--- src/bioc_pkg.sv ---
package bioc_pkg;

    // ------------------------------------------------------------
    // Widths and field positions.
    // ------------------------------------------------------------
    localparam int WORD_W   = 24;
    localparam int DWORD_W  = 48;
    localparam int ADDR_W   = 20;
    localparam int PAR_W    = 16;
    localparam int WCNT_W   = 16;
    localparam int SKIP_W   = 8;
    localparam int STAT_W   = 8;
    localparam int CNT_W    = 16;
    localparam int BLOCK_BIT = 23;
    localparam int DIR_BIT   = 22;
    localparam int TOP_HI    = 23;
    localparam int TOP_LO    = 22;
    localparam int SKIP_LO   = 16;
    localparam logic [1:0] TERM_DATA = 2'h2;
    localparam logic [1:0] TERM_CMD  = 2'h3;

    // ------------------------------------------------------------
    // Register map: index per channel window, channel in address bit 5.
    // ------------------------------------------------------------
    localparam int CHAN_BIT = 5;
    localparam int IDX_HI   = 4;
    localparam int IDX_LO   = 2;
    localparam logic [2:0] REG_CMD    = 3'h0;
    localparam logic [2:0] REG_ODATA  = 3'h1;
    localparam logic [2:0] REG_PADDR  = 3'h2;
    localparam logic [2:0] REG_IDATA  = 3'h3;
    localparam logic [2:0] REG_ISTAT  = 3'h4;
    localparam logic [2:0] REG_CHSTAT = 3'h5;
    localparam logic [31:0] REFUSED   = 32'h8000_0000;

    // ------------------------------------------------------------
    // Timing.
    // ------------------------------------------------------------
    localparam int CLK_MHZ    = 25;
    localparam int SCAN_NS    = 2000;
    localparam int TIMEOUT_NS = 20000;
    localparam int SLOT_CYC   = (SCAN_NS * CLK_MHZ + 999) / 1000;
    localparam int TMO_CYC    = TIMEOUT_NS * CLK_MHZ / 1000;

    // ------------------------------------------------------------
    // Channel sequencer states.
    // ------------------------------------------------------------
    typedef enum logic [8:0] {
        ST_IDLE   = 9'b000000001,
        ST_SCMD   = 9'b000000010,
        ST_FCMD   = 9'b000000100,
        ST_FP1    = 9'b000001000,
        ST_FP2    = 9'b000010000,
        ST_OFETCH = 9'b000100000,
        ST_OSEND  = 9'b001000000,
        ST_IGATH  = 9'b010000000,
        ST_ISTORE = 9'b100000000
    } bioc_state_e;

    typedef struct packed {
        logic              dataAvail;
        logic              accepted;
        logic              statusValid;
        logic [WORD_W-1:0] data;
    } bioc_unit_in_s;

    typedef struct packed {
        logic              chanSel;
        logic              dataAccepted;
        logic              dataHere;
        logic              cmdHere;
        logic [WORD_W-1:0] data;
    } bioc_unit_out_s;

    typedef struct packed {
        logic               req;
        logic               we;
        logic               dbl;
        logic [ADDR_W-1:0]  addr;
        logic [DWORD_W-1:0] wdata;
    } bioc_mem_out_s;

    typedef struct packed {
        logic               grant;
        logic               prioIn;
        logic [DWORD_W-1:0] rdata;
    } bioc_mem_in_s;

endpackage

--- src/bioc_channel.sv ---
// How it works
// - Input-data instruction is refused until unit data-available was seen.
// - Single input word goes to CPU, then data-accepted until unit drops it.
// - Block input latches unit word on data-available and raises accepted.
// - After latching the second word of a pair or the last word, a store cycle is requested; no new word until done.
// - Two logical channels share the unit bus in alternating scan slots.
// - A channel uses the bus only in its slot; handshakes stretch it.
// - Status-ready needs status or data in both last two own slots.
// - Input-status returns captured status with no unit handshake.
// - Latched data goes to CPU; acceptance follows once the channel owns the slot.
// - Block data moves as 48-bit double words, two unit words each.
// - Grant reaches only the highest priority requesting channel.
// - Command with bit 23 set starts block mode and parameter fetch.
// - Address-word instruction loads the 16-bit parameter address.
// - Parameter address increments after every parameter fetch.
// - Parameter one holds skip count on top, word count below.
// - Nonzero skip count drops input words without storing them.
// - Parameter two holds transfer address and two termination bits.
// - Termination 00/01 ends, 10 data chains, 11 command chains.
// - Normal termination goes not-busy after the last word.
// - Data restart fetches two parameters and keeps the direction.
// - Command chain fetches a command, sends it, then parameters.
// - Chained command without bit 23 ends not-busy once sent.
// - Chain list is command then two parameters; top bits give direction.
// - Single output loads buffer, raises here line, busy until accepted.
//
// Added by the designer: register access over Wishbone and the placing of the registers.
`timescale 1ns/1ps
`default_nettype none
module bioc_channel #(
    parameter int NCH      = 2,
    parameter int SLOT_CYC = bioc_pkg::SLOT_CYC,
    parameter int TMO_CYC  = bioc_pkg::TMO_CYC
) (
    input  wire logic                   sys_clk,
    input  wire logic                   rst,
    input  wire logic                   wb_cyc_i,
    input  wire logic                   wb_stb_i,
    input  wire logic                   wb_we_i,
    input  wire logic [7:0]             wb_adr_i,
    input  wire logic [3:0]             wb_sel_i,
    input  wire logic [31:0]            wb_dat_i,
    output logic      [31:0]            wb_dat_o,
    output logic                        wb_ack_o,
    input  wire bioc_pkg::bioc_unit_in_s unitIn,
    output bioc_pkg::bioc_unit_out_s    unitOut,
    input  wire bioc_pkg::bioc_mem_in_s memIn,
    output bioc_pkg::bioc_mem_out_s     memOut,
    output logic                        prioOut
);
    import bioc_pkg::*;

    localparam logic [CNT_W-1:0] SLOT_END = CNT_W'(SLOT_CYC - 1);
    localparam logic [CNT_W-1:0] SLOT_MAX = CNT_W'(SLOT_CYC + TMO_CYC - 1);

    function automatic logic regOp(input logic [7:0] adr, input int ch,
                                   input logic [2:0] idx);
        regOp = (adr[CHAN_BIT] == ch[0]) && (adr[IDX_HI:IDX_LO] == idx)
              && (adr[7:6] == 2'h0);
    endfunction

    // ------------------------------------------------------------
    // Unit bus synchroniser.
    // ------------------------------------------------------------
    bioc_unit_in_s uS1_q;
    bioc_unit_in_s uS2_q;
    always_ff @(posedge sys_clk or posedge rst) begin
        if (rst) begin
            uS1_q <= '0;
            uS2_q <= '0;
        end else begin
            uS1_q <= unitIn;
            uS2_q <= uS1_q;
        end
    end

    // ------------------------------------------------------------
    // Wishbone slave.
    // ------------------------------------------------------------
    logic ack_q;
    logic wbTake;
    logic wbWr;
    logic wbRd;
    assign wbTake   = wb_cyc_i && wb_stb_i && !ack_q;
    assign wbWr     = wbTake && wb_we_i && (wb_sel_i != 4'h0);
    assign wbRd     = wbTake && !wb_we_i;
    assign wb_ack_o = ack_q;
    always_ff @(posedge sys_clk or posedge rst) begin
        if (rst) ack_q <= 1'b0;
        else     ack_q <= wbTake;
    end

    // ------------------------------------------------------------
    // Per-channel state.
    // ------------------------------------------------------------
    bioc_state_e        st_q      [NCH];
    logic [WORD_W-1:0]  obuf_q    [NCH];
    logic [WORD_W-1:0]  inBuf_q   [NCH];
    logic [DWORD_W-1:0] dbuf_q    [NCH];
    logic [PAR_W-1:0]   par_q     [NCH];
    logic [ADDR_W-1:0]  tar_q     [NCH];
    logic [WCNT_W-1:0]  wcnt_q    [NCH];
    logic [SKIP_W-1:0]  skip_q    [NCH];
    logic [STAT_W-1:0]  status_q  [NCH];
    logic [1:0]         term_q    [NCH];
    logic [1:0]         hist_q    [NCH];
    logic [NCH-1:0] dir_q, blkReq_q, half_q, single_q, inLat_q, ackPend_q;
    logic [NCH-1:0] accHold_q, outWait_q, got_q, owner, req, grantCh;
    logic [NCH-1:0] ready, busy, latch, outDone, wantStretch;

    // ------------------------------------------------------------
    // Scan slots.
    // ------------------------------------------------------------
    logic [CNT_W-1:0] slotCnt_q;
    logic [$clog2(NCH)-1:0] scanOwn_q;
    logic             slotEnd;
    assign slotEnd = (slotCnt_q >= SLOT_END && !wantStretch[scanOwn_q])
                   || slotCnt_q == SLOT_MAX;
    always_ff @(posedge sys_clk or posedge rst) begin
        if (rst) begin
            slotCnt_q <= '0;
            scanOwn_q <= '0;
        end else if (slotEnd) begin
            slotCnt_q <= '0;
            scanOwn_q <= scanOwn_q + 1'b1;
        end else begin
            slotCnt_q <= slotCnt_q + 1'b1;
        end
    end

    // ------------------------------------------------------------
    // Memory arbitration.
    // ------------------------------------------------------------
    always_comb begin
        grantCh = '0;
        memOut  = '0;
        for (int i = NCH - 1; i >= 0; i--) begin
            if (req[i]) begin
                grantCh = '0;
                grantCh[i] = memIn.grant && !memIn.prioIn;
                memOut.req = 1'b1;
                memOut.we  = (st_q[i] == ST_ISTORE);
                memOut.dbl = (st_q[i] == ST_ISTORE)
                          || (st_q[i] == ST_OFETCH);
                memOut.addr = memOut.dbl ? tar_q[i]
                            : ADDR_W'(par_q[i]);
                memOut.wdata = dbuf_q[i];
            end
        end
    end
    assign prioOut = memIn.prioIn || (|req);

    // ------------------------------------------------------------
    // Channel sequencers.
    // ------------------------------------------------------------
    for (genvar g = 0; g < NCH; g++) begin : gCh
        logic [WORD_W-1:0] rw;
        bioc_state_e       termNext;
        assign rw = memIn.rdata[WORD_W-1:0];
        assign owner[g] = (scanOwn_q == g);
        assign req[g] = st_q[g] inside {ST_FCMD, ST_FP1, ST_FP2,
                                        ST_OFETCH, ST_ISTORE};
        assign ready[g] = &hist_q[g];
        assign busy[g]  = (st_q[g] != ST_IDLE) || single_q[g];
        assign latch[g] = owner[g] && uS2_q.dataAvail && !accHold_q[g]
                       && !ackPend_q[g];
        assign outDone[g] = owner[g] && uS2_q.accepted && !outWait_q[g]
                         && (st_q[g] inside {ST_SCMD, ST_OSEND}
                             || single_q[g]);
        assign wantStretch[g] = (accHold_q[g] || ackPend_q[g]
                              || st_q[g] inside {ST_SCMD, ST_OSEND}
                              || single_q[g]);
        always_comb begin
            unique case (term_q[g])
                TERM_DATA: termNext = ST_FP1;
                TERM_CMD:  termNext = ST_FCMD;
                default:   termNext = ST_IDLE;
            endcase
        end

        // Block sequencer.
        always_ff @(posedge sys_clk or posedge rst) begin
            if (rst) begin
                st_q[g] <= ST_IDLE;
                obuf_q[g] <= '0;
                dir_q[g] <= 1'b0;
                blkReq_q[g] <= 1'b0;
                par_q[g] <= '0;
                tar_q[g] <= '0;
                wcnt_q[g] <= '0;
                skip_q[g] <= '0;
                term_q[g] <= '0;
                dbuf_q[g] <= '0;
                half_q[g] <= 1'b0;
                single_q[g] <= 1'b0;
            end else begin
                if (wbWr && !busy[g]) begin
                    if (regOp(wb_adr_i, g, REG_CMD)) begin
                        obuf_q[g] <= wb_dat_i[WORD_W-1:0];
                        blkReq_q[g] <= wb_dat_i[BLOCK_BIT];
                        dir_q[g] <= wb_dat_i[DIR_BIT];
                        st_q[g] <= ST_SCMD;
                    end else if (regOp(wb_adr_i, g, REG_ODATA)) begin
                        obuf_q[g] <= wb_dat_i[WORD_W-1:0];
                        single_q[g] <= 1'b1;
                    end else if (regOp(wb_adr_i, g, REG_PADDR)) begin
                        par_q[g] <= wb_dat_i[PAR_W-1:0];
                    end
                end
                if (single_q[g] && outDone[g]) single_q[g] <= 1'b0;
                unique case (st_q[g])
                    ST_IDLE: ;
                    ST_SCMD: if (outDone[g]) begin
                        st_q[g] <= blkReq_q[g] ? ST_FP1 : ST_IDLE;
                    end
                    ST_FCMD: if (grantCh[g]) begin
                        obuf_q[g] <= rw;
                        blkReq_q[g] <= rw[BLOCK_BIT];
                        dir_q[g] <= rw[DIR_BIT];
                        par_q[g] <= par_q[g] + 1'b1;
                        st_q[g] <= ST_SCMD;
                    end
                    ST_FP1: if (grantCh[g]) begin
                        wcnt_q[g] <= rw[WCNT_W-1:0];
                        skip_q[g] <= dir_q[g] ? '0
                                   : rw[WORD_W-1:SKIP_LO];
                        par_q[g] <= par_q[g] + 1'b1;
                        st_q[g] <= ST_FP2;
                    end
                    ST_FP2: if (grantCh[g]) begin
                        tar_q[g] <= rw[ADDR_W-1:0];
                        term_q[g] <= rw[TOP_HI:TOP_LO];
                        par_q[g] <= par_q[g] + 1'b1;
                        half_q[g] <= 1'b0;
                        st_q[g] <= dir_q[g] ? ST_OFETCH : ST_IGATH;
                    end
                    ST_OFETCH: if (grantCh[g]) begin
                        dbuf_q[g] <= memIn.rdata;
                        st_q[g] <= ST_OSEND;
                    end
                    ST_OSEND: if (outDone[g]) begin
                        wcnt_q[g] <= wcnt_q[g] - 1'b1;
                        half_q[g] <= !half_q[g];
                        if (wcnt_q[g] <= WCNT_W'(1)) begin
                            st_q[g] <= termNext;
                        end else if (half_q[g]) begin
                            tar_q[g] <= tar_q[g] + ADDR_W'(2);
                            st_q[g] <= ST_OFETCH;
                        end
                    end
                    ST_IGATH: if (latch[g]) begin
                        if (skip_q[g] != '0) begin
                            skip_q[g] <= skip_q[g] - 1'b1;
                        end else begin
                            if (half_q[g]) dbuf_q[g][WORD_W-1:0] <= uS2_q.data;
                            else dbuf_q[g][DWORD_W-1:WORD_W] <= uS2_q.data;
                            half_q[g] <= !half_q[g];
                            wcnt_q[g] <= wcnt_q[g] - 1'b1;
                            if (half_q[g] || wcnt_q[g] <= WCNT_W'(1)) begin
                                st_q[g] <= ST_ISTORE;
                            end
                        end
                    end
                    ST_ISTORE: if (grantCh[g]) begin
                        tar_q[g] <= tar_q[g] + ADDR_W'(2);
                        half_q[g] <= 1'b0;
                        st_q[g] <= (wcnt_q[g] == '0) ? termNext : ST_IGATH;
                    end
                    default: st_q[g] <= ST_IDLE;
                endcase
            end
        end

        // Single-word input, status capture and handshakes.
        always_ff @(posedge sys_clk or posedge rst) begin
            if (rst) begin
                inBuf_q[g] <= '0;
                inLat_q[g] <= 1'b0;
                status_q[g] <= '0;
                ackPend_q[g] <= 1'b0;
                accHold_q[g] <= 1'b0;
                outWait_q[g] <= 1'b0;
                got_q[g] <= 1'b0;
                hist_q[g] <= '0;
            end else begin
                if (owner[g] && uS2_q.statusValid)
                    status_q[g] <= uS2_q.data[STAT_W-1:0];
                if (latch[g] && st_q[g] == ST_IGATH)
                    accHold_q[g] <= 1'b1;
                else if (latch[g] && !inLat_q[g] && st_q[g] != ST_ISTORE) begin
                    inBuf_q[g] <= uS2_q.data;
                    inLat_q[g] <= 1'b1;
                end
                if (wbRd && regOp(wb_adr_i, g, REG_IDATA)
                    && ready[g] && inLat_q[g]) begin
                    inLat_q[g] <= 1'b0;
                    ackPend_q[g] <= 1'b1;
                end
                if (ackPend_q[g] && owner[g]) begin
                    ackPend_q[g] <= 1'b0;
                    accHold_q[g] <= 1'b1;
                end else if (accHold_q[g] && owner[g] && !uS2_q.dataAvail
                             && !(latch[g] && st_q[g] == ST_IGATH)) begin
                    accHold_q[g] <= 1'b0;
                end
                if (outDone[g]) outWait_q[g] <= 1'b1;
                else if (!uS2_q.accepted) outWait_q[g] <= 1'b0;
                if (owner[g] && slotEnd) begin
                    hist_q[g] <= {hist_q[g][0], got_q[g]};
                    got_q[g] <= 1'b0;
                end else if (owner[g]
                             && (uS2_q.statusValid || uS2_q.dataAvail)) begin
                    got_q[g] <= 1'b1;
                end
            end
        end
    end

    // ------------------------------------------------------------
    // Unit bus drive, registered.
    // ------------------------------------------------------------
    always_ff @(posedge sys_clk or posedge rst) begin
        if (rst) begin
            unitOut <= '0;
        end else begin
            unitOut.chanSel <= scanOwn_q[0];
            unitOut.dataAccepted <= accHold_q[scanOwn_q];
            unitOut.cmdHere <= st_q[scanOwn_q] == ST_SCMD
                            && !outWait_q[scanOwn_q];
            unitOut.dataHere <= (st_q[scanOwn_q] == ST_OSEND
                              || single_q[scanOwn_q])
                             && !outWait_q[scanOwn_q];
            unitOut.data <= (st_q[scanOwn_q] == ST_OSEND)
                ? (half_q[scanOwn_q] ? dbuf_q[scanOwn_q][WORD_W-1:0]
                                     : dbuf_q[scanOwn_q][DWORD_W-1:WORD_W])
                : obuf_q[scanOwn_q];
        end
    end

    // ------------------------------------------------------------
    // Register read data.
    // ------------------------------------------------------------
    always_ff @(posedge sys_clk or posedge rst) begin
        if (rst) begin
            wb_dat_o <= '0;
        end else if (wbRd) begin
            wb_dat_o <= '0;
            for (int i = 0; i < NCH; i++) begin
                if (regOp(wb_adr_i, i, REG_IDATA))
                    wb_dat_o <= (ready[i] && inLat_q[i])
                        ? {8'h00, inBuf_q[i]} : REFUSED;
                if (regOp(wb_adr_i, i, REG_ISTAT))
                    wb_dat_o <= ready[i] ? {24'h00_0000, status_q[i]}
                                         : REFUSED;
                if (regOp(wb_adr_i, i, REG_CHSTAT))
                    wb_dat_o <= {8'h00, skip_q[i], 5'h00, st_q[i],
                                 ready[i], busy[i]};
            end
        end
    end
endmodule
`default_nettype wire

--- config.mk ---
export PLATFORM = sky130hd
export DESIGN_NAME = bioc_channel
export DESIGN_NICKNAME = d
export VERILOG_FILES = /design/src/bioc_pkg.sv /design/src/bioc_channel.sv
export SDC_FILE = /design/constraint.sdc
export NUM_CORES = 1
export LEC_CHECK = 0
export BUFFER_PORTS_ARGS = -buffer_cell sky130_fd_sc_hd__buf_2
export CAP_MARGIN = 10
export CORE_ASPECT_RATIO = 1.25
export CORE_UTILIZATION = 59
export CTS_BUF_LIST = sky130_fd_sc_hd__clkbuf_16
export CTS_CLUSTER_SIZE = 24
export DETAILED_ROUTE_END_ITERATION = 8
export PLACE_DENSITY = 0.85
export SYNTH_ARGS = -nofsm -noshare
export SYNTH_HDL_FRONTEND = slang
export SYNTH_SLANG_ARGS = --single-unit
--- constraint.sdc ---
create_clock -name sys_clk -period 22.2 [get_ports sys_clk]
set_input_delay 2.22 -clock sys_clk [delete_from_list [all_inputs] [get_ports sys_clk]]
set_output_delay 2.22 -clock sys_clk [all_outputs]
set_load 0.03 [all_outputs]
==> out/metrics.yaml <==
outcome: "finished clean"
cts-htree-levels: 2
min_path_type: "reg -> reg"
drv_slew: 0
cts_buffers: 50
synth_area_per_cell_sq_um: 9.42
synthCells: 2759
timing.hold.ws_ns: 0.335
power_mw: 2.02
layout.cells.non_filler: 3500
setup_violations: 0
place_congestion: 0.998
wire_per_inst_um: 24.8
synth_top_area_share_pct: 47.7
cp_common_cell: "nand2_1"
viasPerCell: 6.77
final_antenna_net_count: 0
critPathKind: "reg -> out"
setup-tns-final_ns: 0
hpwl_um: 59600
grt.met3_usage_pct: 7.69
cpMaxStageDelayCell: "nand2_1"
grt_busiest_layer: "met2"
endpoint_kind: "output pin"
yosysSeqAreaShare_pct: 47.9
placed_cells_incl_taps: 3402
routed_wirelength_um: 86800
tightest_slew_ns: 1.19
clock_path_buffers: 3
irDropWorstVdd_uv: 68.0
fin_crit_ns: 6.76
syn2layout_area_growth_pct: 11.9
clock_skew_ns: 0.0162
hold_buffers: 0
io_buffers: 241
drv_cap: 0
drt_iter0_markers: 2744
synth_area_sq_um: 26000
finalHoldViolCount: 0
whs_path_depth: 0
cp_slowest_stage_delay_ns: 0.71
grt_pass1_vias: 22600
synth.area.top_cells: "dfrtp_1 (48%), mux2i_1 (7.1%), nand2_1 (5.4%)"
drive_above_1_share_pct: 16.3
postCtsSetupBuffers: 0
ctsResizeCount: 0
p_per_area_nw_per_um2: 69.6
start_util_pct: 60.0
critPathRequiredTime_ns: 19.98
coreArea_sq_um: 43300
firstDrtPassIters: 7
p_leak_nw: 12.9
use_met2_pct: 60.0
ys.flop_type: "dfrtp_1"
io_pins: 259
antenna_found_initial: 4
startpoint_type: "flop"
grtUsageTotal_pct: 38.6
clock_sinks: 497
ys_warn_count: 0
num_rows: 85
synth-seq-cells: 497
drc: 0
maxSlewHeadroom_pct: 20.3
synth_top_area_cell: "dfrtp_1"
grt.overflow.total: 0
grt_max_degree: 120
ys_types: 92
fin_nets: 3030
synth_edf_count: 0
fmax_mhz: 148
final_core_util_pct: 67.2
cts.clk_slew.worst_paths_ns: 0.06
worstPathArrival_ns: 4.54
r2r_cells: 7
rsz0062_at_grt: "no"
insertion_delay_ns: 0.60
dieArea_sq_um: 44900
synth-async-reset-ratio_pct: 100
grt_first_pass_wirelength_um: 133000
num_vias: 23700
fp.dieW_um: 190
cp_cell_sequence: "or3_1 > nor3b_2 > a211o_1 > nand2_1 > nand2_1 > o22ai_1 > buf_2"
use_met1_pct: 50.1
clockRootBuffer: "clkbuf_16"
cts_tree: "done"
critPathMaxFanout: 20
die_h_um: 237
fin_crit_sh_pct: 30.5
Yosys cell counts (13+ instances only):
cell type  number
a22o_1         63
buf_1          17
nand3_1        70
nand4_1        22
o22ai_1        55
o211ai_1       33
a21oi_1       152
or3_1          17
a31oi_1        39
nand2b_1       16
mux2i_1       184
nor2_1        223
nor2b_1        16
nor4_1         18
and3_1         26
clkbuf_1      113
dfrtp_1       495
xnor2_1        13
o21ai_1        28
o21ai_0       278
buf_2          54
a222oi_1       13
inv_1          38
a21boi_0       25
nand2_1       375
nor3_1         49
mux2_2         83
ha_1           13
flip-flops by register name (all words and copies together) (netlist names), 4 cells and up:
signal,flops
unitOut,28
skip_q,16
hist_q,4
par_q,32
uS1_q,27
slotCnt_q,16
tar_q,40
dbuf_q,96
wb_dat_o,25
term_q,4
status_q,16
wcnt_q,32
st_q,18
uS2_q,27
inBuf_q,48
obuf_q,48
critical path, delay by kind of cell (launching register included):
kind / cells / cell delay [ns]
AO/OA/AOI/OAI: 2 / 0.77
AND/OR/NAND/NOR: 4 / 2.30
flip-flops: 1 / 0.62
buffers and inverters: 1 / 0.25
cells in the final DEF, fill, tap and decap left out, drive strengths merged, types with 12 or more instances in the layout:
cell type,synthesis,layout
clkinv,0,20
clkbuf,113,51
ha,13,13
a222oi,13,13
o22ai,56,56
dfrtp,495,495
mux2i,184,184
inv,38,51
nor2b,16,16
o21ai,308,308
nor4,21,21
a31oi,39,39
nor3,55,55
and3,26,26
o211ai,33,33
or3,18,18
a211oi,13,13
a22o,63,63
a22oi,12,12
nand2b,16,16
nand3,70,70
xnor2,13,13
buf,85,272
nand4,22,22
a21boi,25,25
a21oi,155,155
nand2,376,376
mux2,83,83
nor2,225,225
worst paths after layout:
| path | start | to | slack [ns] |
|---|---|---|---|
| worst min register to register | uS1_q[4]$_DFF_PP0_ | uS2_q[4]$_DFF_PP0_ | 0.34 |
| worst max-delay path | st_q[13]$_DFF_PP0_ | memOut[62] | 15.44 |
| worst min-delay path | uS1_q[4]$_DFF_PP0_ | uS2_q[4]$_DFF_PP0_ | 0.34 |
| worst max register to register | st_q[13]$_DFF_PP0_ | par_q[5]$_DFF_PP0_ | 18.34 |
| min in group asynchronous | rst | uS1_q[3]$_DFF_PP0_ | 1.78 |
| max in group asynchronous | rst | dbuf_q[81]$_DFFE_PP0P_ | 17.09 |
kinds of logic (layout without fill, tap and decap cells):
family | Yosys count | in the layout | synth area share [%]
simple gates | 903 | 903 | 16.2
buf+inv | 236 | 402 | 3.92
fa+ha+maj | 13 | 13 | 0.626
other cells | 1 | 11 | 0.0144
xor+xnor | 24 | 24 | 0.809
flops | 497 | 497 | 47.9
compound gates | 818 | 818 | 19.9
mux | 267 | 267 | 10.7
where the power goes:
group / internal [mW] / total, mW / switching [mW]
Clock: 0.499 / 0.873 / 0.373
Sequential: 0.940 / 0.976 / 0.0361
Combinational: 0.0541 / 0.176 / 0.122
Total: 1.49 / 2.02 / 0.531
area by class of cell:
type,count,area [sq um]
timing repair buffer,272,1460
multi-input combinational,2032,12600
sequential,497,12400
clock buffer,51,1280
fill,3328,14200
inverter,38,150
clock inverter,41,388
antenna,4,10.0
tap,565,707
per-stage QoR:
stage	setup WS (ns)	cell area (sq um)
floorplan	6.11	26000
finish	15.44	29100
global placement	16.37	27400
global route	15.35	29100
detailed placement	16.24	27400
CTS	15.60	29000
layer usage:
layer	wire length, um	part of all wire (%)	vias up
met1	32500	37	11600
met5	13	0.015	-
met3	9020	10	321
met4	5640	6.5	2
li1	-	-	10300
met2	39700	46	1510
No activity file was read; power rests on OpenSTA's default activity.
